File: config.mk
export PLATFORM = sky130hd
export DESIGN_NAME = adc_compare_diag_control
export DESIGN_NICKNAME = d
export VERILOG_FILES = /design/src/core/diag_pkg.sv /design/src/core/adc_compare_diag_control.sv
export VERILOG_INCLUDE_DIRS = /design/src /design/src/core
export SDC_FILE = /design/constraint.sdc
export NUM_CORES = 1
export LEC_CHECK = 0
export BUFFER_PORTS_ARGS = -buffer_cell sky130_fd_sc_hd__buf_2
export CAP_MARGIN = 30
export CORE_MARGIN = 2
export CORE_UTILIZATION = 50
export CTS_BUF_LIST = sky130_fd_sc_hd__clkbuf_16
export CTS_CLUSTER_SIZE = 10
export DETAILED_ROUTE_END_ITERATION = 12
export PLACE_DENSITY = 0.87
export SLEW_MARGIN = 20
export SYNTH_ARGS = -nofsm -noshare
export SYNTH_HDL_FRONTEND = slang
export SYNTH_SLANG_ARGS = --single-unit
File: constraint.sdc
create_clock -name core_clk -period 3.2 [get_ports core_clk]
set_input_delay 0.64 -clock core_clk [delete_from_list [all_inputs] [get_ports core_clk]]
set_output_delay 0.64 -clock core_clk [all_outputs]
set_load 0.01 [all_outputs]
File: src/core/diag_defines.svh
// offsets, field positions, reset values and timing counts for the diagnostic control block
`ifndef DIAG_DEFINES_SVH
`define DIAG_DEFINES_SVH
`define ADDR_W              10
`define OFF_COMP_CTRL3      10'h33C
`define OFF_COMP_CTRL4      10'h33D
`define OFF_IRQ_STATUS      10'h340
`define OFF_IRQ_ENABLE      10'h341
`define OFF_IRQ_CLEAR       10'h342
`define OFF_DIAG_RESULT     10'h343
`define BIT_START           0
`define POS_SEL_LO          1
`define POS_SEL_HI          3
`define POS_FILT_INJ        3
`define POS_COMP_INJ        4
`define RST_CTRL3           8'h00
`define RST_CTRL4           8'h00
`define CTRL4_MASK          8'h18
`define RUN_CYCLES          4'h8
`define SEL_NONE            3'h0
`define SEL_FILTER          3'h5
`define EV_DONE             0
`define EV_COMP_FAIL        1
`define EV_FILT_FAIL        2
`endif

File: src/core/diag_pkg.sv
// types for the diagnostic control block
package diag_pkg;
   typedef enum logic [1:0] {ST_IDLE, ST_RUN, ST_DONE} diag_state_e;
   typedef struct packed {
      logic [9:0] addr;
      logic [7:0] wdata;
      logic       wr;
      logic       rd;
   } bus_req_s;
   typedef struct packed {
      logic       active;
      logic [2:0] sel;
      logic       comp_fail;
      logic       filter_fail_flag;
   } diag_status_s;
endpackage

File: src/core/adc_compare_diag_control.sv
// ADC comparison diagnostic launch control with fault injection and interrupt status
// Summary of operation
// - Writing one to the start bit launches the diagnostic named by the three-bit selection field.
// - The selection is captured only on a start write of one; later field changes wait for the next start.
// - Reading the start bit returns it and then clears it to zero.
// - Writing zero to the start bit is ignored and the bit keeps its value.
// - While the comparison fault-inject enable is set, every comparison diagnostic reports a fail.
//
// Our own choice: the plain strobed port.
`timescale 1ns/1ps
`include "diag_defines.svh"
module adc_compare_diag_control (
   input  wire logic               core_clk,
   input  wire logic               srst,
   input  wire logic [9:0]         addr,
   input  wire logic [7:0]         wdata,
   input  wire logic               wr_stb,
   input  wire logic               rd_stb,
   input  wire logic               compare_ok,
   input  wire logic               filter_ok,
   output logic [7:0]              rdata,
   output logic                    diag_busy,
   output logic [2:0]              diag_sel,
   output logic                    irq
);
   ////////////////////////////////////////////////////////////////////////////
   // register map seen by software; offsets and field positions sit in the defines header
   //   control three : bit 0 start (a one launches, a read clears), bits 3:1 selection
   //   control four  : bit 4 compare fault inject, bit 3 filter fault inject, other bits read zero
   //   irq status    : bit 0 done, bit 1 compare fail, bit 2 filter fail; read only and sticky
   //   irq enable    : same layout as the status, read and write
   //   irq clear     : same layout, a one clears that status bit, reads zero
   //   diag result   : bit 5 filter fail, bit 4 compare fail, bits 3:1 selection, bit 0 active
   // a start written during a run moves the captured selection only; the run keeps its own
   // selection zero sets the start bit but launches nothing
   // everything runs on the one core clock, so nothing crosses a clock domain
   // bus request and control register state
   diag_pkg::bus_req_s     req;
   logic [2:0]             sel_field_reg, sel_field_next;
   logic                   start_reg, start_next;
   logic [2:0]             sel_cap_reg, sel_cap_next;
   logic [7:0]             ctrl4_reg, ctrl4_next;
   // sequencer state
   diag_pkg::diag_state_e  state_reg, state_next;
   logic [3:0]             cnt_reg, cnt_next;
   diag_pkg::diag_status_s res_reg, res_next;
   // interrupt state
   logic [2:0]             stat_reg, stat_next;
   logic [2:0]             en_reg, en_next;
   // read path and event decode
   logic [7:0]             rdata_reg, rdata_next;
   logic [2:0]             ev;
   logic                   launch;

   // decode of a register write
   // used for each writable offset, so the address compare is written once
   function automatic logic hit(input diag_pkg::bus_req_s r, input logic [9:0] off);
      hit = r.wr && (r.addr == off);
   endfunction

   assign req    = '{addr: addr, wdata: wdata, wr: wr_stb, rd: rd_stb};
   // launch needs a one in the start bit; a zero write only moves the selection field
   assign launch = hit(req, `OFF_COMP_CTRL3) && wdata[`BIT_START];

   ////////////////////////////////////////////////////////////////////////////
   // control registers
   // defaults hold every register
   always_comb begin
      sel_field_next = sel_field_reg;
      start_next     = start_reg;
      sel_cap_next   = sel_cap_reg;
      ctrl4_next     = ctrl4_reg;
      // a field write moves the visible selection whether or not it starts
      if (hit(req, `OFF_COMP_CTRL3)) begin
         sel_field_next = wdata[`POS_SEL_HI:`POS_SEL_LO];
      end
      if (launch) begin
         start_next   = 1'b1;
         sel_cap_next = wdata[`POS_SEL_HI:`POS_SEL_LO];
      end
      // a zero start write leaves the start bit alone
      // a read clears the start bit; a start in the same cycle keeps it
      if (rd_stb && addr == `OFF_COMP_CTRL3 && !launch) begin
         start_next = 1'b0;
      end
      if (hit(req, `OFF_COMP_CTRL4)) begin
         ctrl4_next = wdata & `CTRL4_MASK;
      end
   end

   // control register flops
   always_ff @(posedge core_clk) begin
      if (srst) begin
         sel_field_reg <= 3'h0;
         start_reg     <= 1'b0;
         sel_cap_reg   <= 3'h0;
         ctrl4_reg     <= `RST_CTRL4;
      end else begin
         sel_field_reg <= sel_field_next;
         start_reg     <= start_next;
         sel_cap_reg   <= sel_cap_next;
         ctrl4_reg     <= ctrl4_next;
      end
   end

   ////////////////////////////////////////////////////////////////////////////
   // diagnostic run sequencer
   // defaults hold state, count and result and raise no event
   always_comb begin
      state_next = state_reg;
      cnt_next   = cnt_reg;
      res_next   = res_reg;
      ev         = 3'h0;
      case (state_reg)
         diag_pkg::ST_IDLE: begin
            // a start with a real selection opens a run
            if (launch && wdata[`POS_SEL_HI:`POS_SEL_LO] != `SEL_NONE) begin
               state_next    = diag_pkg::ST_RUN;
               cnt_next      = `RUN_CYCLES;
               res_next.active = 1'b1;
               res_next.sel    = wdata[`POS_SEL_HI:`POS_SEL_LO];
            end
         end
         diag_pkg::ST_RUN: begin
            // count the run down; the last count moves to done
            // inject enables are read at done, so a change during the run still counts
            cnt_next = cnt_reg - 4'h1;
            if (cnt_reg == 4'h1) begin
               state_next = diag_pkg::ST_DONE;
            end
         end
         diag_pkg::ST_DONE: begin
            // pass inputs are sampled once here and must be settled by then
            // apply the inject enables and raise the events
            res_next.active    = 1'b0;
            res_next.comp_fail = !compare_ok || ctrl4_reg[`POS_COMP_INJ];
            res_next.filter_fail_flag = (res_reg.sel == `SEL_FILTER) &&
               (!filter_ok || ctrl4_reg[`POS_FILT_INJ]);
            ev[`EV_DONE]      = 1'b1;
            ev[`EV_COMP_FAIL] = !compare_ok || ctrl4_reg[`POS_COMP_INJ];
            ev[`EV_FILT_FAIL] = res_next.filter_fail_flag;
            state_next = diag_pkg::ST_IDLE;
         end
         default: begin
            // an unused encoding falls back to idle
            state_next = diag_pkg::ST_IDLE;
         end
      endcase
   end

   // sequencer flops
   always_ff @(posedge core_clk) begin
      if (srst) begin
         state_reg <= diag_pkg::ST_IDLE;
         cnt_reg   <= 4'h0;
         res_reg   <= '0;
      end else begin
         state_reg <= state_next;
         cnt_reg   <= cnt_next;
         res_reg   <= res_next;
      end
   end

   ////////////////////////////////////////////////////////////////////////////
   // interrupt status, enable and clear; a new event wins over a clear
   // status and result offsets are read only; writes to them fall through
   always_comb begin
      stat_next = stat_reg;
      en_next   = en_reg;
      if (hit(req, `OFF_IRQ_CLEAR)) begin
         stat_next = stat_reg & ~wdata[2:0];
      end
      // clear first, then or in the new events so a set in the same cycle wins
      stat_next = stat_next | ev;
      // enable is a plain read and write register
      if (hit(req, `OFF_IRQ_ENABLE)) begin
         en_next = wdata[2:0];
      end
   end

   // interrupt flops
   always_ff @(posedge core_clk) begin
      if (srst) begin
         stat_reg <= 3'h0;
         en_reg   <= 3'h0;
      end else begin
         stat_reg <= stat_next;
         en_reg   <= en_next;
      end
   end

   ////////////////////////////////////////////////////////////////////////////
   // read data, valid in the cycle after the read strobe
   always_comb begin
      rdata_next = 8'h00;
      // only a read strobe opens the mux; zero otherwise
      if (rd_stb) begin
         // write-only and unmapped offsets read as zero
         case (addr)
            `OFF_COMP_CTRL3:  rdata_next = {4'h0, sel_field_reg, start_reg};
            `OFF_COMP_CTRL4:  rdata_next = ctrl4_reg;
            `OFF_IRQ_STATUS:  rdata_next = {5'h00, stat_reg};
            `OFF_IRQ_ENABLE:  rdata_next = {5'h00, en_reg};
            `OFF_DIAG_RESULT: rdata_next = {2'h0, res_reg.filter_fail_flag, res_reg.comp_fail,
                                            res_reg.sel, res_reg.active};
            default:          rdata_next = 8'h00;
         endcase
      end
   end

   // read data flop; zero outside the answer cycle
   always_ff @(posedge core_clk) begin
      if (srst) begin
         rdata_reg <= 8'h00;
      end else begin
         rdata_reg <= rdata_next;
      end
   end

   ////////////////////////////////////////////////////////////////////////////
   // outputs straight from flops; irq is a level from status and enable
   assign rdata     = rdata_reg;
   assign diag_busy = res_reg.active;
   assign diag_sel  = sel_cap_reg;
   assign irq       = |(stat_reg & en_reg);
endmodule

==> summary.txt <==
Run
  • MaxCap Viol Count: 0

Route
  • Initial drt markers: ~80
  • DRT antenna net count: 0
  • WL final: approximately 3600 µm
  • Wire per inst: approximately 14 µm
  • 1st-pass router iterations: 4
  • Residual DRC: 0
  • Via Count: ~1400
  • Vias per cell: 5.506

Finish
  • Register area: approximately 660 µm²
  • Area added between synthesis and finish: 21.75%
  • Commonest cells after routing, fill and taps aside: 33 x dfxtp_1, 31 x buf_2, 16 x a21oi_1
  • Leading cell type in the layout, fill and taps excluded: dfxtp_1
  • Ant diodes: 0
  • FILL cells: 267
  • Nets@finish: ~230
  • Multi-input combinational cell area: slightly below 900 µm²
  • Fin cells: about 250
  • Fin util: 0.6402
  • Max reg flops: 6
  • Share of cells above drive strength 1: 0.2415

Global routing
  • Total GRT Usage: 0.2171
  • Vias in the first global route: 1304
  • Total grt overflow: 0
  • Largest net degree at the start of global routing: 29
  • First-pass GRT wire length: roughly 5800 µm
  • Initial antenna violation count: 0

Critical path
  • Worst r2r src: state_reg[1]
  • Critical path, cell by cell: buf_2, or2_1, nor4_4, o311ai_2, a41o_1
  • FF-to-FF path depth: 4
  • Worst Path Arrival: about 2.2 ns
  • Reg-to-reg slack, setup: 1.75 ns
  • Crit. End Element: flip-flop
  • WS Path Type: in -> reg
  • Critical path's largest stage delay: roughly 0.56 ns
  • Worst Path Required: approximately 3.4 ns
  • FF-to-FF End: stat_reg[1]
  • Worst path bufs/invs: 1
  • Critical-path top delay cell: nor4_4
  • CP Launch Type: input port
  • CP top delay family: simple AND/OR/NAND/NOR gates
  • Crit path max fanout: 8

Power and ir drop
  • Static Leakage: around 0.76 nW
  • VDD IR-drop max: 0.3981 mV
  • Power Dens Cells: ~550 nW/µm²

Floorplanning
  • Ports: 37
  • Die H: 60.66 µm
  • FP Rows: 20
  • Initial Util: 0.5258
  • Die area: 3680 µm²
  • Die Wd: around 61 µm
  • Core ar.: 3053 µm²

Clock network
  • CTS tree: yes
  • Post-CTS setup buffer count: 0
  • Reg clk slew, reported paths: 0.05 ns
  • Total CTS buffers: 5
  • Clock buffer depth: 2
  • H-tree levels: 2
  • Clock Latency Late Sink: 0.28 ns
  • Clk sink count: 33
  • # hold bufs at CTS: 0
  • CTS Root Cell: clkbuf_16
  • # resized after CTS: 0

Hold path
  • HP Start: diag_sel[0]
  • Path category of the worst min-delay check: reg -> reg
  • Worst hold stages: 2
  • Hold endpoint: diag_sel[0]

Timing
  • Worst-Margin Slew: around 0.73 ns
  • RSZ-0062 raised after global routing: false
  • Hold Fails Final Rpt: 0
  • Highest Clock Rate: 0.4904 GHz
  • Final period utilization: 0.6372
  • Setup TNS: 0 ns
  • Min Tclk post-route: just over 2 ns
  • Final Setup Violations: 0
  • Count of final max-slew check failures: 0
  • Clock skew: approximately 0.0031 ns
  • Slew HR: 0.5105

Placed design
  • Post-DP HPWL: between 2000 and 3000 µm
  • Port Buffers: 31
  • Placer Congestion: around 0.89
  • Placed insts: between 200 and 250

Synthesis
  • Synthesized area: about 1600 µm²
  • Cell count after synthesis: approximately 180
  • Number of synthesized flops with an enable pin: 0
  • Sequential area share after synthesis: 0.4115
  • Main synth FF type: dfxtp_1
  • Yosys reg bits: 33
  • Yosys cell types: 48
  • Avg Cell Area, Syn: around 9.1 µm²
  • Ys async rst share: 0
  • Yosys warns: 0

Run status
  • Status: finished, final reports clean
-- metal layers --
metal	wire (µm)	track usage	share of wire	up-vias
li1	-	-	-	698
met1	1570	0.2582	0.43	640
met2	1800	0.3671	0.50	37
met3	195	0.06823	0.054	7
met4	55	0.08075	0.015	0
met5	0	0	0	-
-- worst max-delay path by stage --
stage	startpoint	endpoint	slack (ns)	depth (start not counted)
floorplan	addr[7]	cnt_reg[1]	1.22	5
global placement	addr[7]	cnt_reg[1]	0.89	5
detailed placement	addr[7]	cnt_reg[1]	0.89	5
CTS	addr[7]	cnt_reg[1]	1.19	5
global route	addr[1]	cnt_reg[1]	1.08	5
finish	addr[7]	cnt_reg[1]	1.16	5
-- worst register-to-register path, delay by kind of cell (launching register included) --
family,cells,cell delay (ns)
AO/OA/AOI/OAI,2,0.50
AND/OR/NAND/NOR,2,0.46
flip-flops,1,0.38
-- synth_stat cells (3+ instances only) --
library cell,instances,share of area
a21oi_1,16,0.050
a22oi_1,5,0.023
clkbuf_1,3,0.0070
dfxtp_1,33,0.41
inv_1,7,0.016
mux2i_1,11,0.069
nand2_1,15,0.035
nand2b_1,3,0.012
nand3_1,8,0.025
nand4_1,3,0.012
nor2_1,14,0.033
nor2b_1,5,0.019
nor3_1,4,0.012
nor4_1,3,0.012
o21ai_0,8,0.025
-- per-stage QoR --
stage | hold WS [ns] | setup slack (ns) | total power [mW] | instance area (µm²)
after floorplan | 0.4275 | 1.222 | 0.4487 | 1609
after global placement | 0.4367 | 0.8939 | 0.4670 | 1764
after detailed placement | 0.4418 | 0.8888 | 0.4676 | 1764
after CTS | 0.4501 | 1.185 | 1.079 | 1954
after global routing | 0.4637 | 1.083 | 1.110 | 1954
final | 0.4459 | 1.161 | 1.076 | 1954
-- power by group --
group / switching, mW / internal [mW]
clock: 0.173 / 0.444
sequential: 0.0000675 / 0.411
combinational: 0.0319 / 0.0158
-- cell families (layout without fill, tap and decap cells) --
| logic type | Yosys count | in the layout | synth area share |
|---|---|---|---|
| buf+inv | 17 | 46 | 0.05066 |
| flops | 33 | 33 | 0.4115 |
| fa+ha+maj | 2 | 2 | 0.01559 |
| mux | 12 | 12 | 0.07561 |
| compound gates | 43 | 43 | 0.1777 |
| simple gates | 68 | 68 | 0.2611 |
| xor+xnor | 1 | 1 | 0.005457 |
| other cells | 1 | 2 | 0.002336 |
-- final cells by class --
type	count	area share
Clock buffer	5	0.06402
Clock inverter	3	0.03329
Inverter	7	0.01344
Multi-Input combinational cell	128	0.4437
Sequential cell	33	0.3380
Tap cell	44	0.02817
Timing Repair Buffer	31	0.07939
Power figures use the tool's default switching activity.
